==> config.mk <==
export PLATFORM = sky130hd
export DESIGN_NAME = sr_ctrl
export DESIGN_NICKNAME = d
export VERILOG_FILES = /design/src/shared/sr_pkg.sv /design/src/rtl/sr_down_timer.sv /design/src/rtl/sr_ctrl.sv
export VERILOG_INCLUDE_DIRS = /design/src /design/src/shared
export SDC_FILE = /design/constraint.sdc
export NUM_CORES = 1
export LEC_CHECK = 0
export ABC_CLOCK_PERIOD_IN_PS = 3500
export BUFFER_PORTS_ARGS = -buffer_cell sky130_fd_sc_hd__buf_2
export CORE_ASPECT_RATIO = 0.9
export CORE_MARGIN = 3
export CORE_UTILIZATION = 55
export CTS_CLUSTER_SIZE = 25
export DETAILED_ROUTE_END_ITERATION = 7
export GPL_ROUTABILITY_DRIVEN = 1
export PLACE_DENSITY = 0.89
export SLEW_MARGIN = 20
export SYNTH_ARGS = -nofsm -noshare
export SYNTH_HDL_FRONTEND = slang
export SYNTH_SLANG_ARGS = --single-unit
==> constraint.sdc <==
create_clock -name clock -period 3.5 [get_ports clock]
set_clock_uncertainty 0.1 [all_clocks]
set_input_delay 0.7 -clock clock [delete_from_list [all_inputs] [get_ports clock]]
set_output_delay 0.7 -clock clock [all_outputs]
set_load 0.005 [all_outputs]
==> src/shared/sr_cfg.svh <==
// Timing constants and reset values for the self refresh sequencer.
`ifndef SR_CFG_SVH
`define SR_CFG_SVH

// ****************************************
// Clock rates
// ****************************************
// The controller clock period in ns; the memory clock period is twice it.
`define CLK_NS 25
`define CK_NS (2 * `CLK_NS)
// A least time in ns rounded up to whole memory clock periods.
`define NCK_UP(ns) (((ns) + `CK_NS - 1) / `CK_NS)

// ****************************************
// Times in ns
// ****************************************
`define T_RFC1_NS 350
`define T_RFC4_NS 160
`define T_XS_NS (`T_RFC1_NS + 10)
`define T_XS_FAST_NS (`T_RFC4_NS + 10)
`define T_XS_ABORT_NS (`T_RFC4_NS + 10)
`define T_MPX_S_NS 12
`define T_MPX_LH_NS 12

// ****************************************
// Counts in memory clock periods
// ****************************************
`define RFC1_NCK `NCK_UP(`T_RFC1_NS)
`define XS_NCK `NCK_UP(`T_XS_NS)
`define XS_FAST_NCK `NCK_UP(`T_XS_FAST_NS)
`define XS_ABORT_NCK `NCK_UP(`T_XS_ABORT_NS)
`define MPX_S_NCK `NCK_UP(`T_MPX_S_NS)
`define MPX_LH_NCK `NCK_UP(`T_MPX_LH_NS)
`define XSDLL_NCK 768
`define CKESR_NCK 4
`define CKESR_PAR_NCK 8
`define CKSRE_NCK 8
`define CKSRX_NCK 8
`define CAL_NCK 3

// ****************************************
// Reset values
// ****************************************
`define CNT_RST 11'h7ff

`endif

==> src/shared/sr_pkg.sv <==
// Types shared by the self refresh sequencer modules.
package sr_pkg;

	// Sequencer states, one-hot.
	typedef enum logic [2:0] {
		ST_READY   = 3'h1,
		ST_HOLD    = 3'h2,
		ST_RESTART = 3'h4
	} sr_state_t;

	// Commands the user may ask for.
	typedef enum logic [3:0] {
		CMD_DES      = 4'h0,
		CMD_NOP      = 4'h1,
		CMD_ACT      = 4'h2,
		CMD_PRE      = 4'h3,
		CMD_REF      = 4'h4,
		CMD_ZQ       = 4'h5,
		CMD_MRS_FAST = 4'h6,
		CMD_MRS      = 4'h7,
		CMD_RD       = 4'h8,
		CMD_WR       = 4'h9
	} cmd_kind_t;

	// Levels driven onto the memory command pins.
	typedef struct packed {
		logic        cke;
		logic        cs_n;
		logic        act_n;
		logic        ras_n;
		logic        cas_n;
		logic        we_n;
		logic        odt;
		logic [13:0] addr;
		logic [3:0]  bank;
	} ddr_pins_t;

	// Mode settings the user keeps in step with the memory.
	typedef struct packed {
		logic abort_en;
		logic cal_mode;
		logic parity_on;
		logic gear_down;
		logic nop_exit;
		logic stop_clock;
	} sr_cfg_t;

	// One command request.
	typedef struct packed {
		cmd_kind_t   kind;
		logic [13:0] addr;
		logic [3:0]  bank;
	} user_cmd_t;

	// Whole state of the sequencer.
	typedef struct packed {
		sr_state_t   st;
		logic        phase;
		logic        ck_run;
		logic        ck;
		ddr_pins_t   pins;
		logic [10:0] cnt;
		logic        ref_owed;
		logic        nop_mode;
		logic        cal;
		logic        par;
		logic        abort;
	} ctrl_state_t;

	// Whole state of a down timer.
	typedef struct packed {
		logic [10:0] cnt;
	} timer_state_t;

endpackage

==> src/rtl/sr_down_timer.sv <==
// Down counter in memory clock periods, used for the refresh recovery wait.
`timescale 1ns/1ps
module sr_down_timer (
	input  wire logic        clock,
	input  wire logic        resetn,
	input  wire logic        tick,
	input  wire logic        load,
	input  wire logic [10:0] value,
	output logic             done
);

	sr_pkg::timer_state_t s;
	sr_pkg::timer_state_t next_s;

	// A load wins over counting; the count stops at zero.
	always_comb begin
		next_s = s;
		if (load) begin
			next_s.cnt = value;
		end else if (tick && s.cnt != 11'h000) begin
			next_s.cnt = 11'(s.cnt - 11'h001);
		end
	end

	// Registers the state.
	always_ff @(posedge clock) begin
		if (!resetn) begin
			s <= '0;
		end else begin
			s <= next_s;
		end
	end

	// The wait is over once the count is zero.
	assign done = (s.cnt == 11'h000);

endmodule

==> src/rtl/sr_ctrl.sv <==
// Memory controller side sequencer for self refresh entry, residency and exit.
// Behaviour
// Entry is CS, RAS, CAS, CKE low.
// Enter only when the memory is idle.
// Hold CKE low throughout self refresh.
// Memory turns termination off inside self refresh.
// Memory turns its DLL off, resets on exit.
// Memory ignores inputs except CKE and reset.
// Writes wait tXSDLL when the reference sleeps.
// Memory refreshes once within tCKE of entry.
// Stay in at least tCKESR or tCKESR_PAR.
// Stop clock after tCKSRE; run tCKSRX before exit.
// Exit is CKE high with a deselect.
// Plain commands wait tXS after exit.
// ZQ and limited mode writes wait tXS_FAST.
// Reads and writes wait tXSDLL after exit.
// CKE stays high through tXSDLL; the code drops it on re-entry once tXS and the extra refresh are done.
// Only deselects during tXS; the code also passes NOPs, and ZQ and limited mode writes after tXS_FAST.
// ODT held off during tXSDLL.
// Re-entry needs tXS and one extra refresh.
// Latency mode adds three clocks to waits.
// tXS is tRFC1 plus 10 ns.
// Abort mode shortens the wait to tXS_ABORT.
// NOP exit only with parity, latency, gear-down off.
// Memory keeps its own refresh timer running.
`timescale 1ns/1ps
`include "sr_cfg.svh"
module sr_ctrl (
	input  wire logic              clock,
	input  wire logic              resetn,
	input  wire logic              sr_enter,
	input  wire logic              idle_ok,
	input  wire sr_pkg::sr_cfg_t   cfg,
	input  wire logic              cmd_valid,
	input  wire sr_pkg::user_cmd_t cmd,
	output logic                   cmd_ready,
	input  wire logic              odt_req,
	output sr_pkg::ddr_pins_t      dram,
	output logic                   dram_ck_t,
	output logic                   dram_ck_c,
	output logic                   in_self_refresh,
	output logic                   xs_met,
	output logic                   dll_met,
	output logic                   refresh_owed
);

	// ****************************************
	// Constants
	// ****************************************
	localparam logic [10:0] XS_C       = 11'(`XS_NCK);
	localparam logic [10:0] XS_FAST_C  = 11'(`XS_FAST_NCK);
	localparam logic [10:0] XS_ABORT_C = 11'(`XS_ABORT_NCK);
	localparam logic [10:0] XSDLL_C    = 11'(`XSDLL_NCK);
	localparam logic [10:0] CKESR_C    = 11'(`CKESR_NCK);
	localparam logic [10:0] CKESR_P_C  = 11'(`CKESR_PAR_NCK);
	localparam logic [10:0] CKSRE_C    = 11'(`CKSRE_NCK);
	localparam logic [10:0] CKSRX_C    = 11'(`CKSRX_NCK);
	localparam logic [10:0] CAL_C      = 11'(`CAL_NCK);
	localparam logic [10:0] MPX_S_C    = 11'(`MPX_S_NCK);
	localparam logic [10:0] MPX_LH_C   = 11'(`MPX_LH_NCK);
	localparam logic [10:0] RFC1_C     = 11'(`RFC1_NCK);

	// ****************************************
	// State and helpers
	// ****************************************
	sr_pkg::ctrl_state_t s;
	sr_pkg::ctrl_state_t next_s;
	logic                tick;
	logic                rfc_done;
	logic                ref_go;
	logic                enter_ok;
	logic                nop_win;
	logic                class_ok;
	logic [10:0]         cal_add;
	logic [10:0]         xs_t;
	logic [10:0]         fast_t;
	logic [10:0]         dll_t;
	logic [10:0]         ckesr_t;

	// Builds the pin levels of one command with CKE high.
	function automatic sr_pkg::ddr_pins_t encode(input sr_pkg::user_cmd_t c);
		sr_pkg::ddr_pins_t p;
		p = '{cke: 1'b1, cs_n: 1'b0, act_n: 1'b1, ras_n: 1'b1, cas_n: 1'b1,
			we_n: 1'b1, odt: 1'b0, addr: c.addr, bank: c.bank};
		case (c.kind)
			sr_pkg::CMD_NOP: p.cs_n = 1'b0;
			sr_pkg::CMD_ACT: p.act_n = 1'b0;
			sr_pkg::CMD_PRE: {p.ras_n, p.we_n} = 2'h0;
			sr_pkg::CMD_REF: {p.ras_n, p.cas_n} = 2'h0;
			sr_pkg::CMD_ZQ: p.we_n = 1'b0;
			sr_pkg::CMD_MRS_FAST, sr_pkg::CMD_MRS: {p.ras_n, p.cas_n, p.we_n} = 3'h0;
			sr_pkg::CMD_RD: p.cas_n = 1'b0;
			sr_pkg::CMD_WR: {p.cas_n, p.we_n} = 2'h0;
			default: p.cs_n = 1'b1;
		endcase
		return p;
	endfunction

	// Deselect, or NOP when the exit shares the bus, with a given CKE.
	function automatic sr_pkg::ddr_pins_t idle_pins(input logic cke, input logic nop);
		sr_pkg::ddr_pins_t p;
		p = '{cke: cke, cs_n: ~nop, act_n: 1'b1, ras_n: 1'b1, cas_n: 1'b1,
			we_n: 1'b1, odt: 1'b0, addr: 14'h0000, bank: 4'h0};
		return p;
	endfunction

	// ****************************************
	// Exit windows
	// ****************************************
	// Latency mode stretches every post-exit wait by three clocks.
	assign cal_add = s.cal ? CAL_C : 11'h000;
	// Abort mode shortens the plain-command wait.
	assign xs_t    = 11'((s.abort ? XS_ABORT_C : XS_C) + cal_add);   // see
	assign fast_t  = 11'(XS_FAST_C + cal_add);
	assign dll_t   = 11'(XSDLL_C + cal_add);
	assign ckesr_t = s.par ? CKESR_P_C : CKESR_C;
	// Only NOPs may follow a shared-bus exit for the first tMPX_LH.
	assign nop_win = s.nop_mode && s.cnt < MPX_LH_C;

	// Commands are gated by the window their class needs.
	always_comb begin
		unique case (cmd.kind)
			sr_pkg::CMD_DES, sr_pkg::CMD_NOP: class_ok = 1'b1;
			sr_pkg::CMD_ZQ, sr_pkg::CMD_MRS_FAST: class_ok = s.cnt >= fast_t;
			sr_pkg::CMD_ACT, sr_pkg::CMD_PRE,
			sr_pkg::CMD_REF, sr_pkg::CMD_MRS: class_ok = s.cnt >= xs_t;     // see
			// Writes always wait tXSDLL, which also covers a sleeping reference.
			sr_pkg::CMD_RD, sr_pkg::CMD_WR: class_ok = s.cnt >= dll_t;      // see
			default: class_ok = 1'b0;
		endcase
	end

	// Re-entry needs an idle memory, tXS, and the extra refresh done.
	assign enter_ok = s.st == sr_pkg::ST_READY && sr_enter && idle_ok
		&& !s.ref_owed && rfc_done && s.cnt >= xs_t;               // see

	// Pins change only at a falling memory clock edge.
	assign tick = s.phase;
	assign cmd_ready = tick && s.st == sr_pkg::ST_READY && !enter_ok && !nop_win && class_ok;
	assign ref_go = cmd_valid && cmd_ready && cmd.kind == sr_pkg::CMD_REF;

	// ****************************************
	// Refresh recovery timer
	// ****************************************
	sr_down_timer u_rfc (
		.clock  (clock),
		.resetn (resetn),
		.tick   (tick),
		.load   (ref_go),
		.value  (RFC1_C),
		.done   (rfc_done)
	);

	// ****************************************
	// Sequencer
	// ****************************************
	// Next state, evaluated at each falling memory clock edge.
	always_comb begin
		next_s = s;
		next_s.phase = ~s.phase;
		if (tick) begin
			if (s.cnt != `CNT_RST) begin
				next_s.cnt = 11'(s.cnt + 11'h001);
			end
			unique case (s.st)
				sr_pkg::ST_READY: begin
					next_s.pins = idle_pins(1'b1, nop_win);    // see
					if (enter_ok) begin
						next_s.pins = encode('{kind: sr_pkg::CMD_REF, addr: 14'h0000,
							bank: 4'h0});
						next_s.pins.cke = 1'b0;
						next_s.st = sr_pkg::ST_HOLD;
						next_s.cnt = 11'h000;
						next_s.cal = cfg.cal_mode;
						next_s.par = cfg.parity_on;
						next_s.abort = cfg.abort_en;
						next_s.nop_mode = cfg.nop_exit && !cfg.parity_on
							&& !cfg.cal_mode && !cfg.gear_down;
					end else begin
						if (cmd_valid && cmd_ready) begin
							next_s.pins = encode(cmd);
						end
						if (ref_go) begin
							next_s.ref_owed = 1'b0;
						end
						next_s.pins.odt = odt_req && s.cnt >= dll_t;
					end
				end
				sr_pkg::ST_HOLD: begin
					// CKE low keeps the memory asleep; other pins are ignored.
					next_s.pins = idle_pins(1'b0, 1'b0);       // see
					if (!sr_enter && s.cnt > ckesr_t) begin
						next_s.st = sr_pkg::ST_RESTART;
						next_s.cnt = 11'h000;
						next_s.ck_run = 1'b1;
					end else begin
						next_s.ck_run = !(cfg.stop_clock && s.cnt > CKSRE_C);
					end
				end
				sr_pkg::ST_RESTART: begin
					next_s.pins = idle_pins(1'b0, 1'b0);
					next_s.ck_run = 1'b1;
					if (s.cnt >= CKSRX_C && (!s.nop_mode || s.cnt >= MPX_S_C)) begin
						// Exit: CKE high with a deselect, or NOP on a shared bus.
						next_s.pins = idle_pins(1'b1, s.nop_mode); // see
						next_s.st = sr_pkg::ST_READY;
						next_s.cnt = 11'h001;
						next_s.ref_owed = 1'b1;
					end
				end
			endcase
		end
		next_s.ck = next_s.phase && next_s.ck_run;
	end

	// Registers the state; after reset the memory is awake and settled.
	always_ff @(posedge clock) begin
		if (!resetn) begin
			s <= '{st: sr_pkg::ST_READY, phase: 1'b0, ck_run: 1'b1, ck: 1'b0,
				pins: '{cke: 1'b1, cs_n: 1'b1, act_n: 1'b1, ras_n: 1'b1, cas_n: 1'b1,
				we_n: 1'b1, odt: 1'b0, addr: 14'h0000, bank: 4'h0},
				cnt: `CNT_RST, ref_owed: 1'b0, nop_mode: 1'b0, cal: 1'b0,
				par: 1'b0, abort: 1'b0};
		end else begin
			s <= next_s;
		end
	end

	// ****************************************
	// Outputs
	// ****************************************
	// Pins and clock come straight from the state register.
	assign dram = s.pins;
	assign dram_ck_t = s.ck;
	assign dram_ck_c = ~s.ck;
	assign in_self_refresh = s.st != sr_pkg::ST_READY;
	assign xs_met = s.st == sr_pkg::ST_READY && s.cnt >= xs_t;
	assign dll_met = s.st == sr_pkg::ST_READY && s.cnt >= dll_t;
	assign refresh_owed = s.ref_owed;

	// ****************************************
	// Assertions
	// ****************************************
	a_entry_encoding: assert property (@(posedge clock) disable iff (!resetn)
		$fell(s.pins.cke) |-> !s.pins.cs_n && !s.pins.ras_n && !s.pins.cas_n
			&& s.pins.we_n && s.pins.act_n)
		else $error("entry pins wrong");

	a_entry_idle: assert property (@(posedge clock) disable iff (!resetn)
		$fell(s.pins.cke) |-> $past(idle_ok) && $past(sr_enter))
		else $error("entry while not idle");

	a_cke_low_hold: assert property (@(posedge clock) disable iff (!resetn)
		s.st != sr_pkg::ST_READY |-> !s.pins.cke)
		else $error("CKE high in self refresh");

	a_residency_min: assert property (@(posedge clock) disable iff (!resetn)
		$fell(s.pins.cke) |-> !s.pins.cke [*8])
		else $error("self refresh too short");

	a_clock_stop_late: assert property (@(posedge clock) disable iff (!resetn)
		!s.ck_run |-> s.st == sr_pkg::ST_HOLD && s.cnt > CKSRE_C)
		else $error("clock stopped too early");

	a_clock_restart: assert property (@(posedge clock) disable iff (!resetn)
		$rose(s.pins.cke) |-> s.ck_run && $past(s.ck_run, 16))
		else $error("clock not stable before exit");

	a_des_after_exit: assert property (@(posedge clock) disable iff (!resetn)
		$rose(s.pins.cke) && !s.nop_mode |-> s.pins.cs_n [*8])
		else $error("command during tXS");

	a_nop_exit_ok: assert property (@(posedge clock) disable iff (!resetn)
		$rose(s.pins.cke) && !s.pins.cs_n |-> !s.cal && !s.par && s.pins.ras_n
			&& s.pins.cas_n && s.pins.we_n)
		else $error("illegal NOP exit");

	a_odt_off_dll: assert property (@(posedge clock) disable iff (!resetn)
		s.pins.odt |-> s.cnt > dll_t)
		else $error("ODT on during tXSDLL");

	a_rdwr_gate: assert property (@(posedge clock) disable iff (!resetn)
		$changed(s.pins) && s.pins.cke && !s.pins.cs_n && s.pins.ras_n
			&& !s.pins.cas_n |-> s.cnt > dll_t)
		else $error("read or write before tXSDLL");

	a_cke_high_dll: assert property (@(posedge clock) disable iff (!resetn)
		s.st == sr_pkg::ST_READY && s.cnt <= dll_t |-> s.pins.cke || s.cnt == `CNT_RST)
		else $error("CKE dropped during tXSDLL");

	a_reentry_ref: assert property (@(posedge clock) disable iff (!resetn)
		$fell(s.pins.cke) |-> !$past(s.ref_owed) && $past(rfc_done))
		else $error("re-entry without extra refresh");

	c_entry: cover property (@(posedge clock) disable iff (!resetn) $fell(s.pins.cke));
	c_clock_stop: cover property (@(posedge clock) disable iff (!resetn) $fell(s.ck_run));
	c_exit: cover property (@(posedge clock) disable iff (!resetn) $rose(s.pins.cke));
	c_nop_exit: cover property (@(posedge clock) disable iff (!resetn)
		$rose(s.pins.cke) && !s.pins.cs_n);

endmodule

-- Yosys cells after proc, flatten, opt, wreduce, memory -nomap -nowiden
Index checks and enable logic that the tools add are counted.
- input port bits: 34
- output and inout bits: 32
- flip-flop bits (word level): 58
- equality and inequality tests: 19
- bitwise logic cells: 5
- $lt $le $gt $ge: 8
- add/sub/neg operators: 5
- muxes and demuxes: 28
- reductions and logical operators: 50
- operator list (cell ; number):
    $pmux W36 S3 ; 1
    $mux W37 ; 1
    $mux W11 ; 3
    $mux W25 ; 1
    $mux W24 ; 1
    $logic_and A1 B1 Y1 ; 23
    $eq A4 B3 Y1 const B ; 4
    $mux W3 ; 5
    $add A10 B2 Y11 const A ; 1
    $add A11 B1 Y11 const B ; 1
    $ge A11 B1 Y1 const B ; 1
    $ge A11 B11 Y1 ; 1
    $ge A11 B4 Y1 ; 1
    $ge A11 B4 Y1 const B ; 1
    $ge A11 B5 Y1 ; 1
    $gt A11 B4 Y1 ; 1
    $gt A11 B4 Y1 const B ; 1
    $logic_not A11 Y1 ; 1
    $lt A11 B1 Y1 const B ; 1
    $ne A11 B11 Y1 const B ; 1
    $reduce_bool A11 Y1 ; 1
    $sub A11 B1 Y11 const B ; 1
    $ne A2 B2 Y1 const B ; 5
    $reduce_or A5 Y1 ; 2
    26 further kinds ; 55

-- Depth between registers and ports, before layout
Gate-level depths: netlist of run 1.
- depth in word-level cells: 15
- mapped depth: 9

-- Cells and area by module
From an unflattened synthesis of run 1, not the netlist that was laid out.
- cell total of the unflattened synthesis: 381
- area, all modules: 3313.2 µm²
- by module, submodules not included (module ; cells an instance ; instances ; area each (µm²)):
    sr_ctrl ; 306 ; 1 ; 2700.1
    sr_down_timer ; 75 ; 1 ; 613.1

-- Worst setup path after synthesis of run 1
Ideal clock, no wire load.
- kind: register to output
- start point: reg s[9] (netlist name)
- end point: out cmd_ready
- arrival time: 2122 ps
- stages on the path, launching flop included: 6
- setup slack: 578 ps
- cell sequence: dfxtp_1 -> or4_4 -> or4_4 -> a211o_1 -> a211oi_4 -> nor2_1
- word-level cells in the longest chain between the ends: 6
- elaborated cells on any way between the ends: 12
- ends and longest elaborated chain (item ; RTL line ; RTL):
    from (decl) ; sr_ctrl.sv:66 ; sr_pkg::ctrl_state_t s;
    from (signal assigned) ; sr_ctrl.sv:219 ; s <= '{st: sr_pkg::ST_READY, phase: 1'b0, ck_run: 1'b1, ck: 1'b0,
    from (signal assigned) ; sr_ctrl.sv:225 ; s <= next_s;
    $ge A11 B5 Y1 ; sr_ctrl.sv:126, sr_ctrl.sv:135 ;
    $logic_and A1 B1 Y1 ; sr_ctrl.sv:135 ; && !s.ref_owed && rfc_done && s.cnt >= xs_t;
    $logic_not A1 Y1 ; sr_ctrl.sv:139 ; assign cmd_ready = tick && s.st == sr_pkg::ST_READY && !enter_ok && !nop_win && class_ok;
    $logic_and A1 B1 Y1 (2 in a row) ; sr_ctrl.sv:139 ;
    $logic_and A1 B1 Y1 * ; sr_ctrl.sv:139 ;
    to (decl) ; sr_ctrl.sv:36 ; output logic cmd_ready,
Mark *: on every way between the ends. The rest lies on a longest branch, timed or not.

-- Worst setup path after layout of run 1
Same ends and word-level chain as after synthesis.

==> flow_summary.toml, run 1 <==
[outcome]
status = "finished, final reports clean"

[clock_network]
clock_latency_ns = 0.36
postCtsHoldBufs = 0
cts_tree = "yes"
numCtsBuffers = 9
cts-root-buf = "clkbuf_8"
ctsHtreeMaxLevel = 3
cts.sinks = 58
cts.clk_slew.worst_paths_ns = 0.07
clockBufferDepth = 2

[layout]
area_growth_syn_to_layout_pct = 12.0
layout_common_cells = "buf_2, dfxtp_1, nor2_1"
fill_cells = 449
final_common_cell = "buf_2"
fin_nets = 463
drive_gt1_share_pct = 26.2
final_cell_area_sq_um = 3640
n_antenna_cell = 0
utilization_pct = 66.4
final_cell_count_no_fill = 491

[timing]
drv_slew = 0
fin_hold_ws_ns = 0.372
setup_viol = 0
hold_viol = 0
period_share_pct = 98.2
fmax_mhz = 291
timing.slew.headroom_pct = 38.2
tightest_slew_ns = 0.915
min_period_ns = 3.44

[global_route]
grt_start_max_net_pins = 21
grt_pass1_vias = 2816
track_usage_pct = 24.6
grt_pass1_wl_mm = 13.3
antenna_found_initial = 0
grt_overflow = 0

[floorplanning]
coreArea_sq_um = 5470
rows = 25
die_h_um = 78.9
die_area_sq_um = 6860
start_util_pct = 59.3
die_w_um = 87.0
ioPinCount = 66

[routing]
via_per_inst = 6.30
routed_wl_mm = 8.47
wire_per_inst_um = 17.2
drt-initial-drc-count = 366
ant_nets = 0
num_vias = 3092
first_pass_iters = 7
drc = 0

[logic_synthesis]
synth_area_sq_um = 3250
dominantRegCellSynth = "dfxtp_1"
synth_cells = 373
synth_cell_types = 62
synth-warning-count = 0
yosys_register_bits = 58
ys_seq_area_share_pct = 35.8
synth_area_per_cell_sq_um = 8.70
synth_edf_count = 0
syn_nets = 417
async_reset_ff_share_pct = 0

[place]
dpl_cell_area_sq_um = 3420
port_buffers = 65
place_congestion = 0.905
dp_hpwl_mm = 5.95
dp_cells = 472

[setup_path]
worstSetupPathType = "reg -> out"
cp_max_fo = 6
start_kind = "flip-flop"
cp.buffers_inverters = 1
cp.arrival_ns = 2.64
crit_chain = "or4_4, or4_4, a211oi_4, o21ai_2, nor2_1, buf_2"
cpLargestDelayFamily = "simple AND/OR/NAND/NOR gates"
cpMostUsedCell = "or4_4"
end_kind = "output port"
cp_data_required_time_ns = 2.70
slowest_stage = "or4_4"
max_stage_delay_ns = 0.58

[worst_hold_path]
hp-class = "reg -> reg"

[run]
cap_violations = 0

[power]
power.total_mw = 2.64
vdd_drop_max_mv = 0.484
p_leak_nw = 1.56
powerDensity_nw_per_um2 = 727
layer usage:
metal | up-vias | part of all wire [%] | global-route usage (%)
met3 | 33 | 12 | 7.57
met2 | 199 | 45 | 38.3
li1 | 1429 | - | -
met5 | - | 0 | 0
met1 | 1431 | 40 | 31.7
met4 | 0 | 2.4 | 9.50
cells in the mapped netlist, drive strengths merged (2+ instances only):
library cell	instances	area share, %
o21ai	19	3.0
nor3	10	1.5
or4	6	1.6
mux2i	5	1.5
a22o	18	4.9
and2	5	0.96
nand2b	3	0.58
a211oi	3	1.5
nor4	9	2.6
o21a	5	1.2
and4	2	0.62
a21o	2	0.46
o311ai	3	0.81
or3	2	0.39
xnor2	8	2.2
xor2	2	0.54
a31o	2	0.54
a31oi	12	2.3
nand4	5	0.96
dfxtp	58	36
a21oi	24	3.7
o41ai	2	1.1
nor2b	3	0.58
nor2	34	3.9
buf	31	7.4
inv	20	2.3
nand3	11	1.7
a211o	3	0.85
ha	10	3.9
nand2	19	2.2
clkbuf	11	1.9
and3	5	1.0
a41oi	3	0.81
o21bai	2	0.46
nor4b	2	0.54
registers in the layout, indices dropped and copies added, names as in the netlist, named ones only:
name          cells
dram             25
dram_ck_t         1
refresh_owed      1
s                18
tick              1
u_rfc.s          11
power breakdown:
part	switching [mW]	internal, mW	total (mW)
registers	0.157	0.783	0.940
clock network	0.291	0.327	0.617
logic	0.635	0.451	1.09
cell type report:
| cell class | instances | area [sq um] | area share [%] |
|---|---|---|---|
| well taps | 67 | 83.8 | 2.31 |
| repair buffers | 77 | 415 | 11.4 |
| inverters | 21 | 78.8 | 2.17 |
| multi-input cells | 252 | 1700 | 46.9 |
| clock inverters | 7 | 68.8 | 1.89 |
| flip-flops and latches | 58 | 1160 | 31.9 |
| clock buffers | 9 | 124 | 3.41 |
per-stage QoR:
stage          worst slack [ns]  setup TNS, ns
2_1_floorplan             0.578              0
3_3_place_gp              0.517              0
3_5_place_dp              0.451              0
4_1_cts                  0.0467              0
5_1_grt                -0.00700       -0.00700
6_report                 0.0643              0
timing repair:
| item | CTS | global route |
|---|---|---|
| setup buffers | 0 | 3 |
| endpoints found under the setup margin | 0 | 1 |
| gates resized for setup | 0 | 0 |
| hold endpoints to repair | 0 | 0 |
worst register-to-register path: stages, from the launching register on:
cell and delay, ns:
dfxtp_1 0.38, or4_4 0.58, or4_4 0.47, a211oi_4 0.31
o21ai_2 0.20, nor4_4 0.43, buf_4 0.30, a22o_2 0.16
kinds of logic after synthesis:
| group | synth area share, % |
|---|---|
| fa+ha+maj | 3.85 |
| compound gates | 23.9 |
| flops | 35.8 |
| mux | 1.54 |
| xor+xnor | 2.70 |
| simple gates | 20.5 |
| buf+inv | 11.8 |
final timing paths:
| path | startpoint | endpoint | slack, ns | cells after the start |
|---|---|---|---|---|
| hold / removal | dram[22] | dram[22] | 0.37 | 2 |
| setup / recovery | s[9] | cmd_ready | 0.06 | 6 |
| setup reg to reg | s[9] | dram[3] | 0.52 | 7 |
| hold reg to reg | dram[22] | dram[22] | 0.37 | 2 |
Note: power is estimated with default switching activity, not from simulation.
==> run 2, diff against run 1 <==
--- a/config.mk
+++ b/config.mk
@@ -6,15 +6,15 @@
 export SDC_FILE = /design/constraint.sdc
 export NUM_CORES = 1
 export LEC_CHECK = 0
-export ABC_CLOCK_PERIOD_IN_PS = 3500
+export ABC_CLOCK_PERIOD_IN_PS = 2900
 export BUFFER_PORTS_ARGS = -buffer_cell sky130_fd_sc_hd__buf_2
 export CORE_ASPECT_RATIO = 0.9
 export CORE_MARGIN = 3
-export CORE_UTILIZATION = 55
+export CORE_UTILIZATION = 50
 export CTS_CLUSTER_SIZE = 25
 export DETAILED_ROUTE_END_ITERATION = 7
 export GPL_ROUTABILITY_DRIVEN = 1
-export PLACE_DENSITY = 0.89
+export PLACE_DENSITY_LB_ADDON = 0.15
 export SLEW_MARGIN = 20
 export SYNTH_ARGS = -nofsm -noshare
 export SYNTH_HDL_FRONTEND = slang
==> constraint.sdc (replaced) <==
create_clock -name clock -period 2.9 [get_ports clock]
set_clock_uncertainty 0.1 [all_clocks]
set_input_delay 0.58 -clock clock [delete_from_list [all_inputs] [get_ports clock]]
set_output_delay 0.58 -clock clock [all_outputs]
set_load 0.005 [all_outputs]
==> flow_summary.toml, run 2 (synthesis results as in run 1) <==
[outcome]
status = "finished with violations"
violations = "setup timing"

[floorplanning]
die_h_um = 82.5
start_util_pct = 52.2
coreArea_sq_um = 6220
die_w_um = 90.9
ioPinCount = 66
rows = 27
die_area_sq_um = 7500

[power]
p_comb_share_pct = 43.0
swShare_pct = 38.1
intPower_mw = 2.04
p_leak_nw = 1.66
power_frac_seq_pct = 32.6
power.total_mw = 3.31
vdd_drop_max_mv = 0.630
p_switching_mw = 1.26
powerDensity_nw_per_um2 = 860
p_clk_share_pct = 24.4

[clock_network]
cts_tree = "yes"
ctsHtreeMaxLevel = 3
clockBufferDepth = 2
cts.clk_slew.worst_paths_ns = 0.07
cts-root-buf = "clkbuf_8"
postCtsHoldBufs = 0
cts.sinks = 58
clock_latency_ns = 0.34
numCtsBuffers = 9

[layout]
area_growth_syn_to_layout_pct = 18.5
layout_common_cells = "buf_2, dfxtp_1, nor2_1"
n_antenna_cell = 0
final_common_cell = "buf_2"
final_cell_count_no_fill = 530
utilization_pct = 61.9
fin_nets = 482
drive_gt1_share_pct = 30.0
largest_reg_flops = 25

[routing]
wire_per_inst_um = 15.1
first_pass_iters = 5
drt-initial-drc-count = 232
via_per_inst = 5.57
routed_wl_mm = 8.00
ant_nets = 0
num_vias = 2953
drc = 0

[timing]
grt_setup_unrepaired = "yes"
tightest_slew_ns = 0.809
drv_slew = 0
worst_slack_ns = -0.201
hold_viol = 0
min_period_ns = 3.10
fin_hold_ws_ns = 0.344
setup_viol = 2
period_share_pct = 107
fmax_mhz = 323
timing.slew.headroom_pct = 45.6

[global_route]
grt_overflow = 0
track_usage_pct = 21.5
grt_pass1_vias = 2662
grt_start_max_net_pins = 23
grt_pass1_wl_mm = 12.8
antenna_found_initial = 0

[setup_path]
start_kind = "flip-flop"
ff2ff_path_depth = 10
end_kind = "output port"
worstSetupPathType = "reg -> out"
cp.arrival_ns = 2.42
cp_data_required_time_ns = 2.22
cp_max_fo = 4

[place]
port_buffers = 65
place_congestion = 0.917
dp_hpwl_mm = 5.94
dp_cells = 509

[worst_hold_path]
min_path_cells = 2
hp-class = "in -> reg"

[run]
cap_violations = 0
## run 2: cell count changes in the layout (fill, tap and decap cells not counted), sizes merged
cell    change
buf        +18
clkbuf      +1
inv         -1
bufinv      +1
## run 2: layer usage
metal | GRT usage, % | routed length (um) | vias to the layer above
li1 | - | - | 1465
met3 | 5.34 | 600 | 13
met1 | 29.8 | 3820 | 1373
met4 | 6.78 | 134 | 0
met5 | 0 | 0 | -
met2 | 32.9 | 3450 | 102
## run 2: power by group through the flow
stage | clock network (mW) | registers (mW) | logic, mW
after global routing | 0.861 | 1.10 | 1.60
final | 0.806 | 1.08 | 1.42
after floorplan | 0 | 1.08 | 1.03
after CTS | 0.827 | 1.07 | 1.41
after detailed placement | 0 | 1.09 | 1.39
after global placement | 0 | 1.08 | 1.36
## run 2: timing repair
action	4_1_cts	5_1_grt
setup buffers	3	1
gates resized for setup	1	3
pin swaps	8	6
endpoints found under the setup margin	24	5
## run 2: final cells by class
type	instances	area, sq um
Fill cell	579	2370
Inverter	21	78.8
Tap cell	87	109
Clock inverter	7	93.8
Multi-Input combinational cell	252	1710
Sequential cell	58	1160
Clock buffer	9	124
Timing Repair Buffer	96	568
## run 2: path summary, 6_finish.rpt
kind / startpoint / end / slack [ns]
max: s[10] / cmd_ready / -0.20
min: cmd[14] / dram[14] / 0.34
max reg2reg: s[10] / s[9] / 0.09
min reg2reg: dram[22] / dram[22] / 0.36
## run 2: critical path, cell delays in order, from the launching register on
cell	delay (ns)
dfxtp_1	0.31
or4_4	0.56
or4_4	0.44
a211o_1	0.29
a211oi_4	0.27
nor2_2	0.07
buf_2	0.13
## run 2: metrics by stage
step / area (sq um) / setup WS (ns) / TNS (ns)
2_1_floorplan: 3250 / 0.0979 / 0
3_3_place_gp: 3570 / -0.109 / -0.603
3_5_place_dp: 3570 / -0.140 / -1.42
4_1_cts: 3820 / -0.236 / -3.73
5_1_grt: 3850 / -0.281 / -0.530
6_report: 3850 / -0.201 / -0.390
